### src/hdl/dtc_cfg.svh
`ifndef DTC_CFG_SVH
`define DTC_CFG_SVH

// Oscillator periods per machine cycle, phase index = (state-1)*2+(phase-1)
`define DTC_MC_PERIODS 12
`define DTC_PH_LAST 4'hb
`define DTC_PH_S3P1 4'h4
`define DTC_PH_S5P2 4'h9

// Register byte offsets
`define DTC_OFF_MODE 8'h00
`define DTC_OFF_CTRL 8'h04
`define DTC_OFF_T0LO 8'h08
`define DTC_OFF_T0HI 8'h0c
`define DTC_OFF_T1LO 8'h10
`define DTC_OFF_T1HI 8'h14

// Mode register fields
`define DTC_TIMER_MODE_REGISTER_MD0_LSB 0
`define DTC_TIMER_MODE_REGISTER_CT0 2
`define DTC_TIMER_MODE_REGISTER_GATE0 3
`define DTC_TIMER_MODE_REGISTER_MD1_LSB 4
`define DTC_TIMER_MODE_REGISTER_CT1 6
`define DTC_TIMER_MODE_REGISTER_GATE1 7

// Control register fields
`define DTC_TIMER_CONTROL_REGISTER_TR0 4
`define DTC_TIMER_CONTROL_REGISTER_TF0 5
`define DTC_TIMER_CONTROL_REGISTER_TR1 6
`define DTC_TIMER_CONTROL_REGISTER_TF1 7

// Reset values
`define DTC_RST_BYTE 8'h00

`endif

### src/hdl/dtc_pkg.sv
`default_nettype none
package dtc_pkg;
   typedef enum logic [1:0]
   {
      DTC_MODE_13BIT = 2'b00,
      DTC_MODE_16BIT = 2'b01,
      DTC_MODE_RELOAD = 2'b10,
      DTC_MODE_SPLIT = 2'b11
   } dtc_mode_t;

   typedef struct packed
   {
      logic [7:0] hi;
      logic [7:0] lo;
      logic ovf;
   } dtc_step_t;

   typedef struct packed
   {
      logic [3:0] ph;
   } dtc_tick_st_t;

   typedef struct packed
   {
      logic [3:0] s1;
      logic [3:0] s2;
      logic [1:0] smp;
      logic [1:0] pend;
   } dtc_edge_st_t;

   typedef struct packed
   {
      logic [7:0] timer_mode_register;
      logic tr0;
      logic tr1;
      logic tf0;
      logic tf1;
      logic [7:0] tl0;
      logic [7:0] th0;
      logic [7:0] tl1;
      logic [7:0] th1;
      logic dph_act;
      logic dph_wr;
      logic dph_ok;
      logic [7:0] dph_addr;
   } dtc_core_st_t;
endpackage
`default_nettype wire

### src/hdl/dtc_tick_if.sv
`default_nettype none
interface dtc_tick_if;
   logic cnt_stb;
   logic smp_stb;
   logic [1:0] ev_fall;
   logic [1:0] gate_lvl;
   modport gen (output cnt_stb, output smp_stb);
   modport edge_det (input cnt_stb, input smp_stb, output ev_fall,
      output gate_lvl);
   modport core (input cnt_stb, input smp_stb, input ev_fall,
      input gate_lvl);
endinterface
`default_nettype wire

### src/hdl/dtc_tick.sv
`include "dtc_cfg.svh"
`default_nettype none
module dtc_tick
(
   input wire logic sys_clk,
   input wire logic rst_n,
   dtc_tick_if.gen tif
);
   dtc_pkg::dtc_tick_st_t q;
   dtc_pkg::dtc_tick_st_t n;

   always_comb
   begin
      n = q;
      if (q.ph == `DTC_PH_LAST)
      begin
         n.ph = 4'h0;
      end
      else
      begin
         n.ph = q.ph + 4'h1;
      end
   end

   always_ff @(posedge sys_clk or negedge rst_n)
   begin
      if (!rst_n)
      begin
         q <= '0;
      end
      else
      begin
         q <= n;
      end
   end

   assign tif.cnt_stb = (q.ph == `DTC_PH_S3P1);
   assign tif.smp_stb = (q.ph == `DTC_PH_S5P2);
endmodule
`default_nettype wire

### src/hdl/dtc_edge.sv
`include "dtc_cfg.svh"
`default_nettype none
module dtc_edge
(
   input wire logic sys_clk,
   input wire logic rst_n,
   input wire logic event_pin_zero,
   input wire logic event_pin_one,
   input wire logic gating_input_zero,
   input wire logic gating_input_one,
   dtc_tick_if.edge_det tif
);
   dtc_pkg::dtc_edge_st_t q;
   dtc_pkg::dtc_edge_st_t n;

   always_comb
   begin
      n = q;
      n.s1 = {gating_input_one, gating_input_zero, event_pin_one,
         event_pin_zero};
      n.s2 = q.s1;
      // Pending edge is used up at the count strobe
      if (tif.cnt_stb)
      begin
         n.pend = 2'b00;
      end
      if (tif.smp_stb)
      begin
         n.smp = q.s2[1:0];
         n.pend = q.pend | (q.smp & ~q.s2[1:0]);
      end
   end

   always_ff @(posedge sys_clk or negedge rst_n)
   begin
      if (!rst_n)
      begin
         q <= '0;
      end
      else
      begin
         q <= n;
      end
   end

   assign tif.ev_fall = q.pend;
   assign tif.gate_lvl = q.s2[3:2];
endmodule
`default_nettype wire

### src/hdl/dtc_top.sv
// The AHB-Lite slave port and the address map were decided locally.
`include "dtc_cfg.svh"
`default_nettype none
module dtc_top
(
   input wire logic sys_clk,
   input wire logic rst_b,
   input wire logic hsel,
   input wire logic [31:0] haddr,
   input wire logic [1:0] htrans,
   input wire logic hwrite,
   input wire logic [2:0] hsize,
   input wire logic [31:0] hwdata,
   input wire logic hready,
   output logic hreadyout,
   output logic hresp,
   output logic [31:0] hrdata,
   input wire logic event_pin_zero,
   input wire logic event_pin_one,
   input wire logic gating_input_zero,
   input wire logic gating_input_one,
   input wire logic vector_ack_zero,
   input wire logic vector_ack_one,
   output logic timer0_overflow_flag,
   output logic timer1_overflow_flag
);
   logic [1:0] rst_sync_r;
   logic rst_n;
   dtc_pkg::dtc_core_st_t q;
   dtc_pkg::dtc_core_st_t n;
   dtc_pkg::dtc_step_t s0;
   dtc_pkg::dtc_step_t s1;
   logic [8:0] th0_inc;
   logic [1:0] md0;
   logic [1:0] md1;
   logic split;
   logic run0;
   logic run1;
   logic pulse0;
   logic pulse1;
   logic pulse_th0;
   logic set0;
   logic set1;
   logic tf0_base;
   logic tf1_base;
   logic wr_hit;

   dtc_tick_if tif();

   dtc_tick u_tick
   (
      .sys_clk(sys_clk),
      .rst_n(rst_n),
      .tif(tif)
   );

   dtc_edge u_edge
   (
      .sys_clk(sys_clk),
      .rst_n(rst_n),
      .event_pin_zero(event_pin_zero),
      .event_pin_one(event_pin_one),
      .gating_input_zero(gating_input_zero),
      .gating_input_one(gating_input_one),
      .tif(tif)
   );

   // Reset release synchroniser
   always_ff @(posedge sys_clk or negedge rst_b)
   begin
      if (!rst_b)
      begin
         rst_sync_r <= 2'b00;
      end
      else
      begin
         rst_sync_r <= {rst_sync_r[0], 1'b1};
      end
   end
   assign rst_n = rst_sync_r[1];

   function automatic logic [8:0] dtc_inc8(input logic [7:0] v);
      dtc_inc8 = {1'b0, v} + 9'h001;
   endfunction

   // One count step of a timer pair in the given mode
   function automatic dtc_pkg::dtc_step_t dtc_step(input logic [1:0] md,
      input logic [7:0] hi, input logic [7:0] lo);
      logic [5:0] p;
      logic [16:0] w;
      logic [8:0] b;
      dtc_step = '0;
      p = {1'b0, lo[4:0]} + 6'h01;
      w = {1'b0, hi, lo} + 17'h00001;
      b = dtc_inc8(lo);
      dtc_step.hi = hi;
      dtc_step.lo = lo;
      unique case (md)
         dtc_pkg::DTC_MODE_13BIT:
         begin
            // Upper three low-byte bits are left alone
            dtc_step.lo = {lo[7:5], p[4:0]};
            if (p[5])
            begin
               dtc_step.hi = hi + 8'h01;
            end
            dtc_step.ovf = p[5] && (hi == 8'hff);
         end
         dtc_pkg::DTC_MODE_16BIT:
         begin
            dtc_step.hi = w[15:8];
            dtc_step.lo = w[7:0];
            dtc_step.ovf = w[16];
         end
         dtc_pkg::DTC_MODE_RELOAD:
         begin
            dtc_step.lo = b[8] ? hi : b[7:0];
            dtc_step.ovf = b[8];
         end
         dtc_pkg::DTC_MODE_SPLIT:
         begin
            dtc_step.lo = b[7:0];
            dtc_step.ovf = b[8];
         end
      endcase
   endfunction

   always_comb
   begin
      md0 = q.timer_mode_register[`DTC_TIMER_MODE_REGISTER_MD0_LSB+1:`DTC_TIMER_MODE_REGISTER_MD0_LSB];
      md1 = q.timer_mode_register[`DTC_TIMER_MODE_REGISTER_MD1_LSB+1:`DTC_TIMER_MODE_REGISTER_MD1_LSB];
      split = (md0 == dtc_pkg::DTC_MODE_SPLIT);
      run0 = q.tr0 && (!q.timer_mode_register[`DTC_TIMER_MODE_REGISTER_GATE0] || tif.gate_lvl[0]);
      // Timer 1 loses its run bit to the split high byte
      run1 = (split || q.tr1) && (md1 != dtc_pkg::DTC_MODE_SPLIT) &&
         (!q.timer_mode_register[`DTC_TIMER_MODE_REGISTER_GATE1] || tif.gate_lvl[1]);
      pulse0 = tif.cnt_stb && run0 &&
         (!q.timer_mode_register[`DTC_TIMER_MODE_REGISTER_CT0] || tif.ev_fall[0]);
      pulse1 = tif.cnt_stb && run1 &&
         (!q.timer_mode_register[`DTC_TIMER_MODE_REGISTER_CT1] || tif.ev_fall[1]);
      pulse_th0 = tif.cnt_stb && split && q.tr1;
      s0 = dtc_step(md0, q.th0, q.tl0);
      s1 = dtc_step(md1, q.th1, q.tl1);
      th0_inc = dtc_inc8(q.th0);
      set0 = pulse0 && s0.ovf;
      set1 = (pulse1 && s1.ovf && !split) ||
         (pulse_th0 && th0_inc[8]);
   end

   always_comb
   begin
      n = q;
      // Count updates
      if (pulse0)
      begin
         n.tl0 = s0.lo;
         n.th0 = s0.hi;
      end
      if (pulse_th0)
      begin
         n.th0 = th0_inc[7:0];
      end
      if (pulse1)
      begin
         n.tl1 = s1.lo;
         n.th1 = s1.hi;
      end
      // Data phase write; overrides a count step in the same cycle
      tf0_base = q.tf0;
      tf1_base = q.tf1;
      wr_hit = q.dph_act && q.dph_wr && q.dph_ok;
      if (wr_hit)
      begin
         unique case (q.dph_addr)
            `DTC_OFF_MODE:
            begin
               n.timer_mode_register = hwdata[7:0];
            end
            `DTC_OFF_CTRL:
            begin
               // Run bits touch no count register
               n.tr0 = hwdata[`DTC_TIMER_CONTROL_REGISTER_TR0];
               n.tr1 = hwdata[`DTC_TIMER_CONTROL_REGISTER_TR1];
               tf0_base = hwdata[`DTC_TIMER_CONTROL_REGISTER_TF0];
               tf1_base = hwdata[`DTC_TIMER_CONTROL_REGISTER_TF1];
            end
            `DTC_OFF_T0LO:
            begin
               n.tl0 = hwdata[7:0];
            end
            `DTC_OFF_T0HI:
            begin
               n.th0 = hwdata[7:0];
            end
            `DTC_OFF_T1LO:
            begin
               n.tl1 = hwdata[7:0];
            end
            `DTC_OFF_T1HI:
            begin
               n.th1 = hwdata[7:0];
            end
            default:
            begin
               n.timer_mode_register = q.timer_mode_register;
            end
         endcase
      end
      // Hardware set beats software or acknowledge clear
      n.tf0 = (tf0_base && !vector_ack_zero) || set0;
      n.tf1 = (tf1_base && !vector_ack_one) || set1;
      // Address phase capture
      n.dph_act = hsel && htrans[1] && hready;
      n.dph_wr = hwrite;
      n.dph_addr = haddr[7:0];
      n.dph_ok = (haddr[31:8] == 24'h000000) && (haddr[1:0] == 2'b00) &&
         (haddr[7:0] <= `DTC_OFF_T1HI);
   end

   always_ff @(posedge sys_clk or negedge rst_n)
   begin
      if (!rst_n)
      begin
         q <= '0;
      end
      else
      begin
         q <= n;
      end
   end

   // Read data straight from the register flops during the data phase
   always_comb
   begin
      hrdata = 32'h00000000;
      if (q.dph_act && !q.dph_wr && q.dph_ok)
      begin
         unique case (q.dph_addr)
            `DTC_OFF_MODE:
            begin
               hrdata = {24'h000000, q.timer_mode_register};
            end
            `DTC_OFF_CTRL:
            begin
               hrdata = {24'h000000, q.tf1, q.tr1, q.tf0, q.tr0, 4'h0};
            end
            `DTC_OFF_T0LO:
            begin
               hrdata = {24'h000000, q.tl0};
            end
            `DTC_OFF_T0HI:
            begin
               hrdata = {24'h000000, q.th0};
            end
            `DTC_OFF_T1LO:
            begin
               hrdata = {24'h000000, q.tl1};
            end
            `DTC_OFF_T1HI:
            begin
               hrdata = {24'h000000, q.th1};
            end
            default:
            begin
               hrdata = 32'h00000000;
            end
         endcase
      end
   end

   assign hreadyout = 1'b1;
   assign hresp = 1'b0;
   assign timer0_overflow_flag = q.tf0;
   assign timer1_overflow_flag = q.tf1;
endmodule
`default_nettype wire

### config.mk
export PLATFORM = sky130hd
export DESIGN_NAME = dtc_top
export DESIGN_NICKNAME = d
export VERILOG_FILES = /design/src/hdl/dtc_pkg.sv /design/src/hdl/dtc_tick_if.sv /design/src/hdl/dtc_tick.sv /design/src/hdl/dtc_edge.sv /design/src/hdl/dtc_top.sv
export VERILOG_INCLUDE_DIRS = /design/src /design/src/hdl
export SDC_FILE = /design/constraint.sdc
export NUM_CORES = 1
export LEC_CHECK = 0
export BUFFER_PORTS_ARGS = -buffer_cell sky130_fd_sc_hd__buf_4
export CORE_MARGIN = 5
export CORE_UTILIZATION = 58
export DETAILED_ROUTE_END_ITERATION = 12
export PLACE_DENSITY_LB_ADDON = 0.2
export SYNTH_ARGS = -nofsm -noshare
export SYNTH_HDL_FRONTEND = slang
export SYNTH_SLANG_ARGS = --single-unit
### constraint.sdc
create_clock -name sys_clk -period 6.6 [get_ports sys_clk]
set_clock_uncertainty 0.15 [all_clocks]
set_input_delay 1.32 -clock sys_clk [delete_from_list [all_inputs] [get_ports sys_clk]]
set_output_delay 1.32 -clock sys_clk [all_outputs]
set_load 0.05 [all_outputs]
==> results of run 1 <==
[cells by family (layout without fill, tap and decap cells)]
kind of cell / count (synthesis) / in the layout
compound gates: 128 / 128
xor+xnor: 18 / 18
fa+ha+maj: 8 / 8
buf+inv: 69 / 97
flops: 73 / 73
mux: 24 / 24
other cells: 2 / 27
simple gates: 198 / 198
[layout by cell type, fill, tap and decap left out, types with 7 or more instances in the layout]
cell type / n
nand3_1: 21
mux2_2: 12
clkbuf_8: 10
mux2i_1: 8
xnor2_1: 11
ha_1: 8
dfrtp_1: 72
and3_1: 9
inv_1: 19
nand2_1: 57
nor2_1: 38
buf_4: 62
a31oi_1: 8
nor4_1: 13
xor2_1: 7
nor3_1: 14
o21ai_0: 28
a21oi_1: 35
conb_1: 27
[layout make-up]
cell class	instances	area, µm²
Tap cell	102	128
Clock inverter	6	72.6
Timing Repair Buffer	62	465
Sequential cell	73	1830
Fill cell	646	2530
Clock buffer	10	138
Multi-Input combinational cell	403	2490
Inverter	19	71.3
[synth_stat cells, drive strengths merged (9+ instances only)]
master	count
and3	9
mux2	14
xnor2	11
inv	19
dfrtp	73
nand2	58
nand3	21
nor4	13
buf	33
o21ai	32
nor3	16
clkbuf	17
a21oi	35
nor2	38
[metal layers]
layer	vias up	global-route usage (%)	wire length (µm)
met1	2032	36.3	5440
met3	41	6.23	1260
met4	0	11.7	554
met5	-	0	0
li1	1931	-	-
met2	250	43.4	5930
[metrics by stage]
stage / cell area (µm²) / hold slack, ps / util [%]
finish: 5200 / 98.1 / 67.2
global route: 5200 / 174 / 67.2
CTS: 5200 / 123 / 67.2
detailed placement: 4990 / 125 / 64.5
global placement: 4990 / 116 / 64.5
floorplan: 4700 / 181 / -
[registers in the layout, summed over array words and instances, names as in the netlist]
name                  flops
timer1_overflow_flag      1
md0                       2
rst_sync_r                2
u_edge.n                  4
u_tick.q                  4
u_edge.tif.ev_fall        2
md1                       2
timer0_overflow_flag      1
q                        49
u_edge.q                  4
u_edge.tif.gate_lvl       2
[path summary, 6_finish.rpt]
| check | endpoint | slack [ps] | cells past startpoint |
|---|---|---|---|
| worst min-delay path | q[15]$_DFF_PN0_ | 100 | 0 |
| max in group asynchronous | q[30]$_DFF_PN0_ | 5170 | 1 |
| worst max-delay path | hrdata[4] | 2260 | 6 |
| worst max register to register | q[34]$_DFF_PN0_ | 3760 | 8 |
| worst min register to register | q[15]$_DFF_PN0_ | 100 | 0 |
| min in group sys_clk | rst_sync_r[1]$_DFF_PN0_ | 200 | 0 |
[worst reg2reg max path, cell delays in order, from the launching register on]
cell,delay [ps]
dfrtp_1,430
inv_1,70
ha_1,180
and4b_1,270
nand3_1,430
nor4_1,410
a21oi_1,150
or4_1,500
a31oi_1,170
[report_power, final]
group / internal (mW) / switching, mW
combinational: 0.0741 / 0.117
clock: 0.190 / 0.187
sequential: 0.474 / 0.0540
==> results.md, run 1 <==
- Yosys cell types: 65
- Number of synthesized flops with an enable pin: 0
- Cells along the critical path: or4_4 -> nor4b_2 -> nor2b_1 -> a221oi_1 -> a21oi_1 -> buf_4
- DRT antenna net count: 0
- Final wirelength: around 13 mm
- Post-CTS Resized: 0
- Fin crit period: roughly 4300 ps
- Buf+Inv Stages, Crit Path: 1
- R2R Path Start: u_tick.q[0]$_DFF_PN0_
- PD cells: 211 nW/µm²
- Adder-Cell Fraction of Synth Area: 2.18%
- Complex-gate fraction of the synthesized area: 17.9%
- FMAX: approximately 230 MHz
- Max-capacitance violation count: 0
- Seq/Total Area, Yosys: 39.7%
- Dpl ws: 2660 ps
- Final period util: 65.8%
- Final Hold Fails: 0
- Max IR drop VDD: 0.158 mV
- Root buffer cell: clkbuf_8
- CP Launch Type: flop
- CTS Sinks: 73
- Design Power: 1.10 mW
- CTS Buffer Depth: 2
- Placer Congestion: 0.960
- Synth warnings: 0
- Number of global-route vias before repair: 4116
- CP startpoint: q[1]$_DFF_PN0_
- Via-per-instance ratio: 6.30
- Final WS setup: 2260 ps
- Cell Count Post-Placement: 659
- Layout area overhead: 12.9%
- Share of the synthesized area in the top cell type: 39.7%
- Hold WC Path Type: flop to async pin
- Routed wire per std cell: 19.5 µm
- Synthesized netlist cell count: 520
- Final HPWL DP: 9.78 mm
- PortBufs: 61
- Worst-path clk slew: 100 ps
- Die Wd: 99.1 µm
- Leakage: 2.15 nW
- Worst path required time: 5130 ps
- Antenna cell count: 0
- Initial antenna violation count: 0
- Synthesized cell area: approximately 4600 µm²
- Initial DRC count: 308
- CTS buffer count: 9
- Syn Area/Cell: 8.85 µm²
- Die ar.: 9820 µm²
- Fin nets: 656
- Clock Latency Late Sink: 360 ps
- Slew headroom: a little under a third
- Largest net degree at the start of global routing: 48
- Endpoint type of the worst setup path: output port
- Ports: 116
- Drt pass-1 iters: 5
- Setup TNS: 0 ps
- First-pass GRT wire length: ~21 mm
- Post-synth top flop: dfrtp_1
- Arr. time, crit path: between 2000 and 3000 ps
- CP max FO: 10
- Initial Util: 59.6%
- Total GRT Usage: between 20 and 30%
- Slew @ Worst Pin: 1020 ps
- Xor and xnor area share after synthesis: 3.43%
- Die height: 99.1 µm
- Critical path's top delay family: simple AND/OR/NAND/NOR gates
- # hold bufs at CTS: 0
- Vias after detailed routing: around 4.3k
- Top post-synthesis cells by area: dfrtp_1 40%, nand2_1 4.6%, buf_4 4.4%
- Max-slew violations: 0
- Simple-gate share of the synthesized area: 22.1%
- Crit-path max cell delay: 570 ps
- Layout cell share with drive strength beyond 1: a little under a fifth
- Core area: 7730 µm²
- Drc violations: 0
- Ys async rst share: between 90% and 100%
- Post-route insts no fill: 675
- Post-CTS setup repair buffer count: 0
- Mux cell area share after synthesis: about 6.3%
- Run status: complete, no violations
- Count of final setup violators: 0
- H-tree lvl count: 3
- RSZ-0062 raised after global routing: no
- GRT overflow: 0
- CTS tree: done
- FF+latch count, synth: 73
- Synth area leader: dfrtp_1
- Largest family of logic cells by synthesized area: simple AND/OR/NAND/NOR gates
- Critical path's slowest cell: nor2b_1
- Critical path class: flop to output port
- FP Rows: 32
Power figures use the tool's default switching activity.
==> run 2: changes to the inputs <==
ABC_AREA = 1   (was default)
CORE_UTILIZATION = 50   (was 58)
clock period = 3.86 ns   (was 6.6 ns; I/O delays follow)
==> run 2 against run 1 <==
Effect of this change:
- design area increased by 12%
- first-iteration DRC count increased by 40%
- via count increased by 20%
- area after synthesis increased by 11%
- count of clock-buffer cells in the layout decreased by 1
- sequential power increased by 58%
- sequential share of layout area decreased by 3.9 points
- die area increased by 26%
- global-route usage decreased by 1.6 points
- non-clock buffer count increased by 1
- largest power group unchanged
==> results.md, run 2 <==
- Final Hold Fails: 0 (unchanged)
- Ports: 116 (unchanged)
- Root buffer cell: clkbuf_8
- Hold WC Path Type: flop to async pin
- Worst-path clk slew: 80 ps (-20 ps)
- CP Launch Type: flop
- Synth warnings: 0 (unchanged)
- Count of final setup violators: 0 (unchanged)
- Slew @ Worst Pin: 695 ps (-324 ps)
- CTS Sinks: 73 (unchanged)
- Endpoint type of the worst setup path: output port
- Critical Path Most Common Cell: nor2_2
- Multi-input logic area: 2710 µm² (+8.8%)
- Commonest cells after routing, fill and taps aside: 139 x nand2_1, 95 x inv_1, 76 x nor2_1
- R2R Path Start: u_tick.q[0]$_DFF_PN0_
- Top post-synthesis cells by area: dfrtp_1 36%, nand2_1 10%, inv_1 7.0%
- Setup TNS: 0 ps (unchanged)
- Slew headroom: 53.7% (+22 points)
- Largest net degree at the start of global routing: 55 (+15%)
- PortBufs: 61 (unchanged)
- Initial DRC count: 430 (+40%)
- Worst path required time: 2940 ps (-2190 ps)
- Vias after detailed routing: 5125 (+20%)
- Seq/Total Area, Yosys: 35.8% (-3.9 points)
- Combinational share of power: 14.3% (-3.1 points)
- Die ar.: 12300 µm² (+26%)
- Die Wd: 111 µm (+12%)
- CTS tree: done
- Arr. time, crit path: 2280 ps (-590 ps)
- Number of synthesized flops with an enable pin: 0 (unchanged)
- CTS Buffer Depth: 2 (unchanged)
- FP Rows: 36 (+13%)
- Max-capacitance violation count: 0 (unchanged)
- Ys async rst share: 100% (unchanged)
- Die height: 111 µm (+12%)
- Max-slew violations: 0 (unchanged)
- RSZ-0062 raised after global routing: no
- Post-route insts no fill: 921 (+36%)
- Number of global-route vias before repair: 5180 (+26%)
- R2R depth: 11 (+3)
- Register-to-Register Setup Slack: 1540 ps (-2220 ps)
- Synthesized netlist cell count: 718 (+38%)
- Critical path's slowest cell: dfrtp_1
- Post-CTS setup repair buffer count: 0 (unchanged)
- Max IR drop VDD: 0.192 mV (+22%)
- GRT overflow: 0 (unchanged)
- Largest register by flop count: q
- CP startpoint: q[5]$_DFF_PN0_
- First-pass GRT wire length: 25.6 mm (+21%)
- Syn Area/Cell: 7.11 µm² (-20%)
- Flip-flop count of the largest register after layout: 49 (unchanged)
- Clock share of power: 40.9% (+6.5 points)
- Core area: 9860 µm² (+28%)
- Via-per-instance ratio: 5.56 (-12%)
- Cell Count Post-Placement: 904 (+37%)
- PD cells: 320 nW/µm² (+52%)
- Seq. cell area: 1830 µm² (unchanged)
- Leakage: 3.04 nW (+41%)
- FF+latch count, synth: 73 (unchanged)
- FMAX: 312 MHz
- Post-synth top flop: dfrtp_1
- Clock Latency Late Sink: 380 ps (+20 ps)
- DRT antenna net count: 0 (unchanged)
- Post-CTS Resized: 0 (unchanged)
- Yosys cell types: 46 (-29%)
- Routed wire per std cell: 17.2 µm (-12%)
- Most frequent cell after synthesis: nand2_1
- Initial Util: 51.8% (-7.8 points)
- Filler cell count: 965 (+49%)
- Drt pass-1 iters: 5 (unchanged)
- Cells along the critical path: nor2_2 -> nand2_1 -> nor2_2 -> nand2_2 -> o21ai_0 -> nor3_1 -> nor2_1 -> buf_4
- Antenna cell count: 0 (unchanged)
- Switch share: 29.6% (-3.1 points)
- Placed Area: 5580 µm² (+12%)
- Critical path class: flop to output port
- H-tree lvl count: 3 (unchanged)
- Final HPWL DP: 12.1 mm (+24%)
- Share of the synthesized area in the top cell type: 35.8% (-3.9 points)
- Reg2reg end: q[32]$_DFF_PN0_
- Layout cell share with drive strength beyond 1: 16.1% (-2.4 points)
- Layout area overhead: 14.3%
- Top post-synthesis cells by count: 139 x nand2_1, 95 x inv_1, 76 x nor2_1, 73 x dfrtp_1, 51 x a21oi_1
- Synthesized cell area: 5110 µm² (+11%)
- Post-route cell area: 5840 µm² (+12%)
- Share of power burned in registers: 44.8% (-3.4 points)
- Commonest non-fill, non-tap cell in the layout: nand2_1
- Total GRT Usage: 25.9% (-1.6 points)
- Cell-internal power: 1.31 mW (+78%)
- Placer Congestion: 1.01 (+5.1%)
- Synth area leader: dfrtp_1
- Drc violations: 0 (unchanged)
- NetSw: 0.552 mW (+54%)
- Run status: complete, no violations
- Final period util: between 80% and 90%
- Fin crit period: around 3200 ps
- CP max FO: 9 (-1)
- Crit-path max cell delay: 370 ps (-200 ps)
- Final wirelength: 15.8 mm (+20%)
- Initial antenna violation count: 0 (unchanged)
- Fin nets: 871 (+33%)
- CTS buffer count: 9 (unchanged)
-- run 2: changes by cell type after synthesis, sizes merged, moves of 8 or more --
cell	delta
a21oi	+18
and3	-8
clkbuf	-17
inv	+87
mux2	-14
mux2i	-8
nand2	+93
nand3	+31
nor2	+49
o21ai	+24
o22ai	+19
xnor2	-10
-- run 2: cell type report --
type                            count  area share [%]
Sequential cell                    73            31.3
Timing Repair Buffer               63            8.14
Clock buffer                        9            2.12
Clock inverter                      7            2.14
Multi-Input combinational cell    529            46.5
Inverter                          107            6.94
Tap cell                          133            2.85
-- run 2: how the worst max path moves through the flow --
stage | to | cells after the start
after floorplan | hrdata[3] | 7
after global placement | hrdata[3] | 8
after detailed placement | hrdata[1] | 8
after CTS | hrdata[3] | 8
after global routing | hrdata[3] | 8
final | hrdata[1] | 8
-- run 2: cell families (layout without fill, tap and decap cells) --
group,count (synthesis),after routing,synth area share (%)
adder cells (fa/ha/maj),8,8,1.96
AO/OA/AOI/OAI,155,155,17.4
other,2,27,0.147
XOR/XNOR,10,10,1.72
flip-flops,73,73,35.8
AND/OR/NAND/NOR,329,329,30.1
buffers and inverters,141,186,12.9
-- run 2: power groups by stage --
stage / combinational (mW) / sequential (mW) / clock, mW
6_report: 0.267 / 0.836 / 0.763
5_1_grt: 0.295 / 0.841 / 0.808
4_1_cts: 0.265 / 0.836 / 0.785
3_5_place_dp: 0.263 / 0.851 / 0
3_3_place_gp: 0.257 / 0.850 / 0
2_1_floorplan: 0.201 / 0.840 / 0
-- run 2: metrics by stage --
step | hold WS (ps) | total power, mW | worst slack [ps] | util [%]
final | 43.2 | 1.87 | 655 | 59.2
after global routing | 85.2 | 1.94 | 536 | 59.2
after CTS | 65.1 | 1.89 | 703 | 59.2
after detailed placement | 57.0 | 1.11 | 1130 | 56.6
after global placement | 55.5 | 1.11 | 1140 | 56.6
after floorplan | 181 | 1.04 | 1020 | -
-- run 2: layer usage --
| metal | share of wire [%] | track usage (%) | vias to the layer above |
|---|---|---|---|
| met5 | 0 | 0 | - |
| met4 | 3.6 | 12.4 | 0 |
| met3 | 7.3 | 5.40 | 42 |
| met2 | 49 | 43.9 | 224 |
| met1 | 40 | 31.4 | 2409 |
| li1 | - | - | 2450 |
-- run 2: timing repair --
item | in CTS | in global routing
hold endpoints to repair | 2 | 0
hold buffers | 1 | 0
endpoints found under the setup margin | 0 | 0
-- run 2: critical path: cells and delay by family, from the launching register on --
kind                   cells  cell delay [ps]
buffers and inverters      1              220
flip-flops                 1              370
AO/OA/AOI/OAI              1              370
AND/OR/NAND/NOR            6              960
==> run 3: changes to the inputs <==
CORE_UTILIZATION = 55   (was 50)
clock period = 3.3 ns   (was 3.86 ns; I/O delays follow)
==> run 3 against run 2 <==
Effect of this change:
- register-to-register slack got worse by 570 ps
- non-clock buffer count unchanged
- core utilization increased by 3.6 points
- global-route usage is 0.99 points higher
- count of clock-buffer cells in the layout rose by 1
- design area shrank 1.5%
- critical endpoint is now hrdata[3]
==> results.md, run 3 (synthesized netlist as in run 2, its figures left out) <==
- Endpoint type of the worst setup path: output port
- Run status: complete, no violations
- Design Power: 1.96 mW (+5.2%)
- Max-capacitance violation count: 0 (unchanged)
- FP Rows: 35 (-2.8%)
- Clock Latency Late Sink: 350 ps (-30 ps)
- Layout area overhead: 12.6%
- Largest net degree at the start of global routing: 72 (+31%)
- Hold WC Path Type: flop to flop
- R2R Path Start: u_tick.q[0]$_DFF_PN0_
- Via-per-instance ratio: 5.69 (+2.2%)
- Ports: 116 (unchanged)
- Initial Util: 55.8% (+4.0 points)
- Routed wire per std cell: 16.7 µm (-2.7%)
- Initial antenna violation count: 0 (unchanged)
- Count of final setup violators: 0 (unchanged)
- Die ar.: 11300 µm² (-8.3%)
- Die height: 106 µm (-4.2%)
- Worst path required time: 2490 ps (-450 ps)
- CP max FO: 9 (unchanged)
- Largest register by flop count: q
- Antenna cell count: 0 (unchanged)
- Final Hold Fails: 0 (unchanged)
- Crit-path max cell delay: 390 ps (+20 ps)
- Commonest cells after routing, fill and taps aside: 139 x nand2_1, 95 x inv_1, 76 x nor2_1
- Post-route insts no fill: 899 (-2.4%)
- H-tree lvl count: 3 (unchanged)
- Register-to-Register Setup Slack: 970 ps (-570 ps)
- DRT antenna net count: 0 (unchanged)
- PortBufs: 61 (unchanged)
- Slew headroom: 38.3% (-15 points)
- Root buffer cell: clkbuf_8
- CTS Buffer Depth: 2 (unchanged)
- Critical Path Most Common Cell: nor2_2
- CTS tree: done
- Max-slew violations: 0 (unchanged)
- Reg2reg end: q[34]$_DFF_PN0_
- Flip-flop count of the largest register after layout: 49 (unchanged)
- Setup TNS: 0 ps (unchanged)
- Total GRT Usage: 26.9% (+0.99 points)
- Fin nets: 871 (unchanged)
- CP startpoint: q[5]$_DFF_PN0_
- Cells along the critical path: nor2_2 -> nand2_1 -> nor2_2 -> nand2_2 -> o21ai_0 -> nor2_1 -> a21oi_1 -> buf_4
- Core area: 9150 µm² (-7.2%)
- RSZ-0062 raised after global routing: no
- Placer Congestion: 0.969 (-3.9%)
- CP Launch Type: flop
- First-pass GRT wire length: 24.0 mm (-6.1%)
- Critical path class: flop to output port
- Min Hold Slack: 201 ps (+158 ps)
- Drc violations: 0 (unchanged)
- Leakage: 3.01 nW (-1.1%)
- GRT overflow: 0 (unchanged)
- Vias after detailed routing: 5112 (-0.25%)
- Critical Path End: hrdata[3]
- Cell Count Post-Placement: 882 (-2.4%)
- CTS buffer count: 9 (unchanged)
- Critical path's slowest cell: dfrtp_1
- Number of global-route vias before repair: 4897 (-5.5%)
- Commonest non-fill, non-tap cell in the layout: nand2_1
- Final period util: 92.1%
- CTS Sinks: 73 (unchanged)
- Post-CTS setup repair buffer count: 0 (unchanged)
- Drt pass-1 iters: 5 (unchanged)
- Arr. time, crit path: 2230 ps (-50 ps)
- Fin crit period: 3040 ps
- Worst-path clk slew: 90 ps (about the same)
- Layout cell share with drive strength beyond 1: 16.1% (unchanged)
- FMAX: between 300 and 400 MHz
- Post-CTS Resized: 0 (unchanged)
- Final HPWL DP: 11.6 mm (-4.5%)
- PD cells: 342 nW/µm² (+6.8%)
- Final wirelength: 15.0 mm (-5.0%)
- Die Wd: 106 µm (-4.2%)
- R2R depth: 11 (unchanged)
- Max IR drop VDD: 0.211 mV (+9.6%)
- Slew @ Worst Pin: 926 ps (+231 ps)
- Initial DRC count: 432 (+0.47%)
## run 3: cell count changes in the layout (fill, tap and decap cells not counted)
cell	delta
clkinvlp_4	+2
clkbuf_8	+1
bufinv_16	-3
## run 3: final cells by class
cell class	instances	area, µm²
repair buffers	63	475
clock inverters	6	50.0
inverters	107	405
clock buffers	10	138
well taps	111	139
fillers	839	3400
multi-input cells	529	2710
flip-flops and latches	73	1830
## run 3: per-layer routing
metal | vias to the layer above | part of all wire [%] | wire length (µm) | track usage, %
met2 | 234 | 49 | 7390 | 44.3
li1 | 2452 | - | - | -
met3 | 34 | 8.3 | 1250 | 5.89
met1 | 2392 | 40 | 5980 | 34.8
met4 | 0 | 2.6 | 393 | 9.53
met5 | - | 0 | 0 | 0
## run 3: how the worst min path moves through the flow
stage | endpoint | start | cells after the start | slack [ps]
2_1_floorplan | rst_sync_r[1]$_DFF_PN0_ | rst_sync_r[0]$_DFF_PN0_ | 0 | 180
3_3_place_gp | u_edge.q[4]$_DFF_PN0_ | u_edge.n[4]$_DFF_PN0_ | 0 | 180
3_5_place_dp | u_edge.tif.gate_lvl[1]$_DFF_PN0_ | u_edge.n[7]$_DFF_PN0_ | 0 | 190
4_1_cts | u_edge.tif.gate_lvl[0]$_DFF_PN0_ | u_edge.n[6]$_DFF_PN0_ | 0 | 200
5_1_grt | u_edge.tif.gate_lvl[0]$_DFF_PN0_ | u_edge.n[6]$_DFF_PN0_ | 0 | 200
6_report | u_edge.q[5]$_DFF_PN0_ | u_edge.n[5]$_DFF_PN0_ | 0 | 200
## run 3: through the flow
step / instance area (µm²) / utilization (%) / setup WS (ps)
2_1_floorplan: 5200 / - / 569
3_3_place_gp: 5550 / 60.7 / 704
3_5_place_dp: 5550 / 60.7 / 665
4_1_cts: 5750 / 62.8 / 274
5_1_grt: 5750 / 62.8 / 56.8
6_report: 5750 / 62.8 / 260
## run 3: report_power, final
part | switching, mW | total [mW] | internal (mW) | leakage, nW
Clock | 0.376 | 0.678 | 0.301 | 0.0895
Combinational | 0.215 | 0.313 | 0.0982 | 2.12
Sequential | 0.0436 | 0.974 | 0.930 | 0.800
Total | 0.635 | 1.96 | 1.33 | 3.01
## run 3: repair_timing
item / in CTS / in global routing
hold buffers: 1 / 0
endpoints found under the hold margin: 2 / 0
setup endpoints to repair: 0 / 0
## run 3: worst max-delay path, delay by kind of cell (launching register included)
family	cells	cell delay (ps)
flops	1	390
compound gates	2	440
simple gates	5	780
buf+inv	1	260
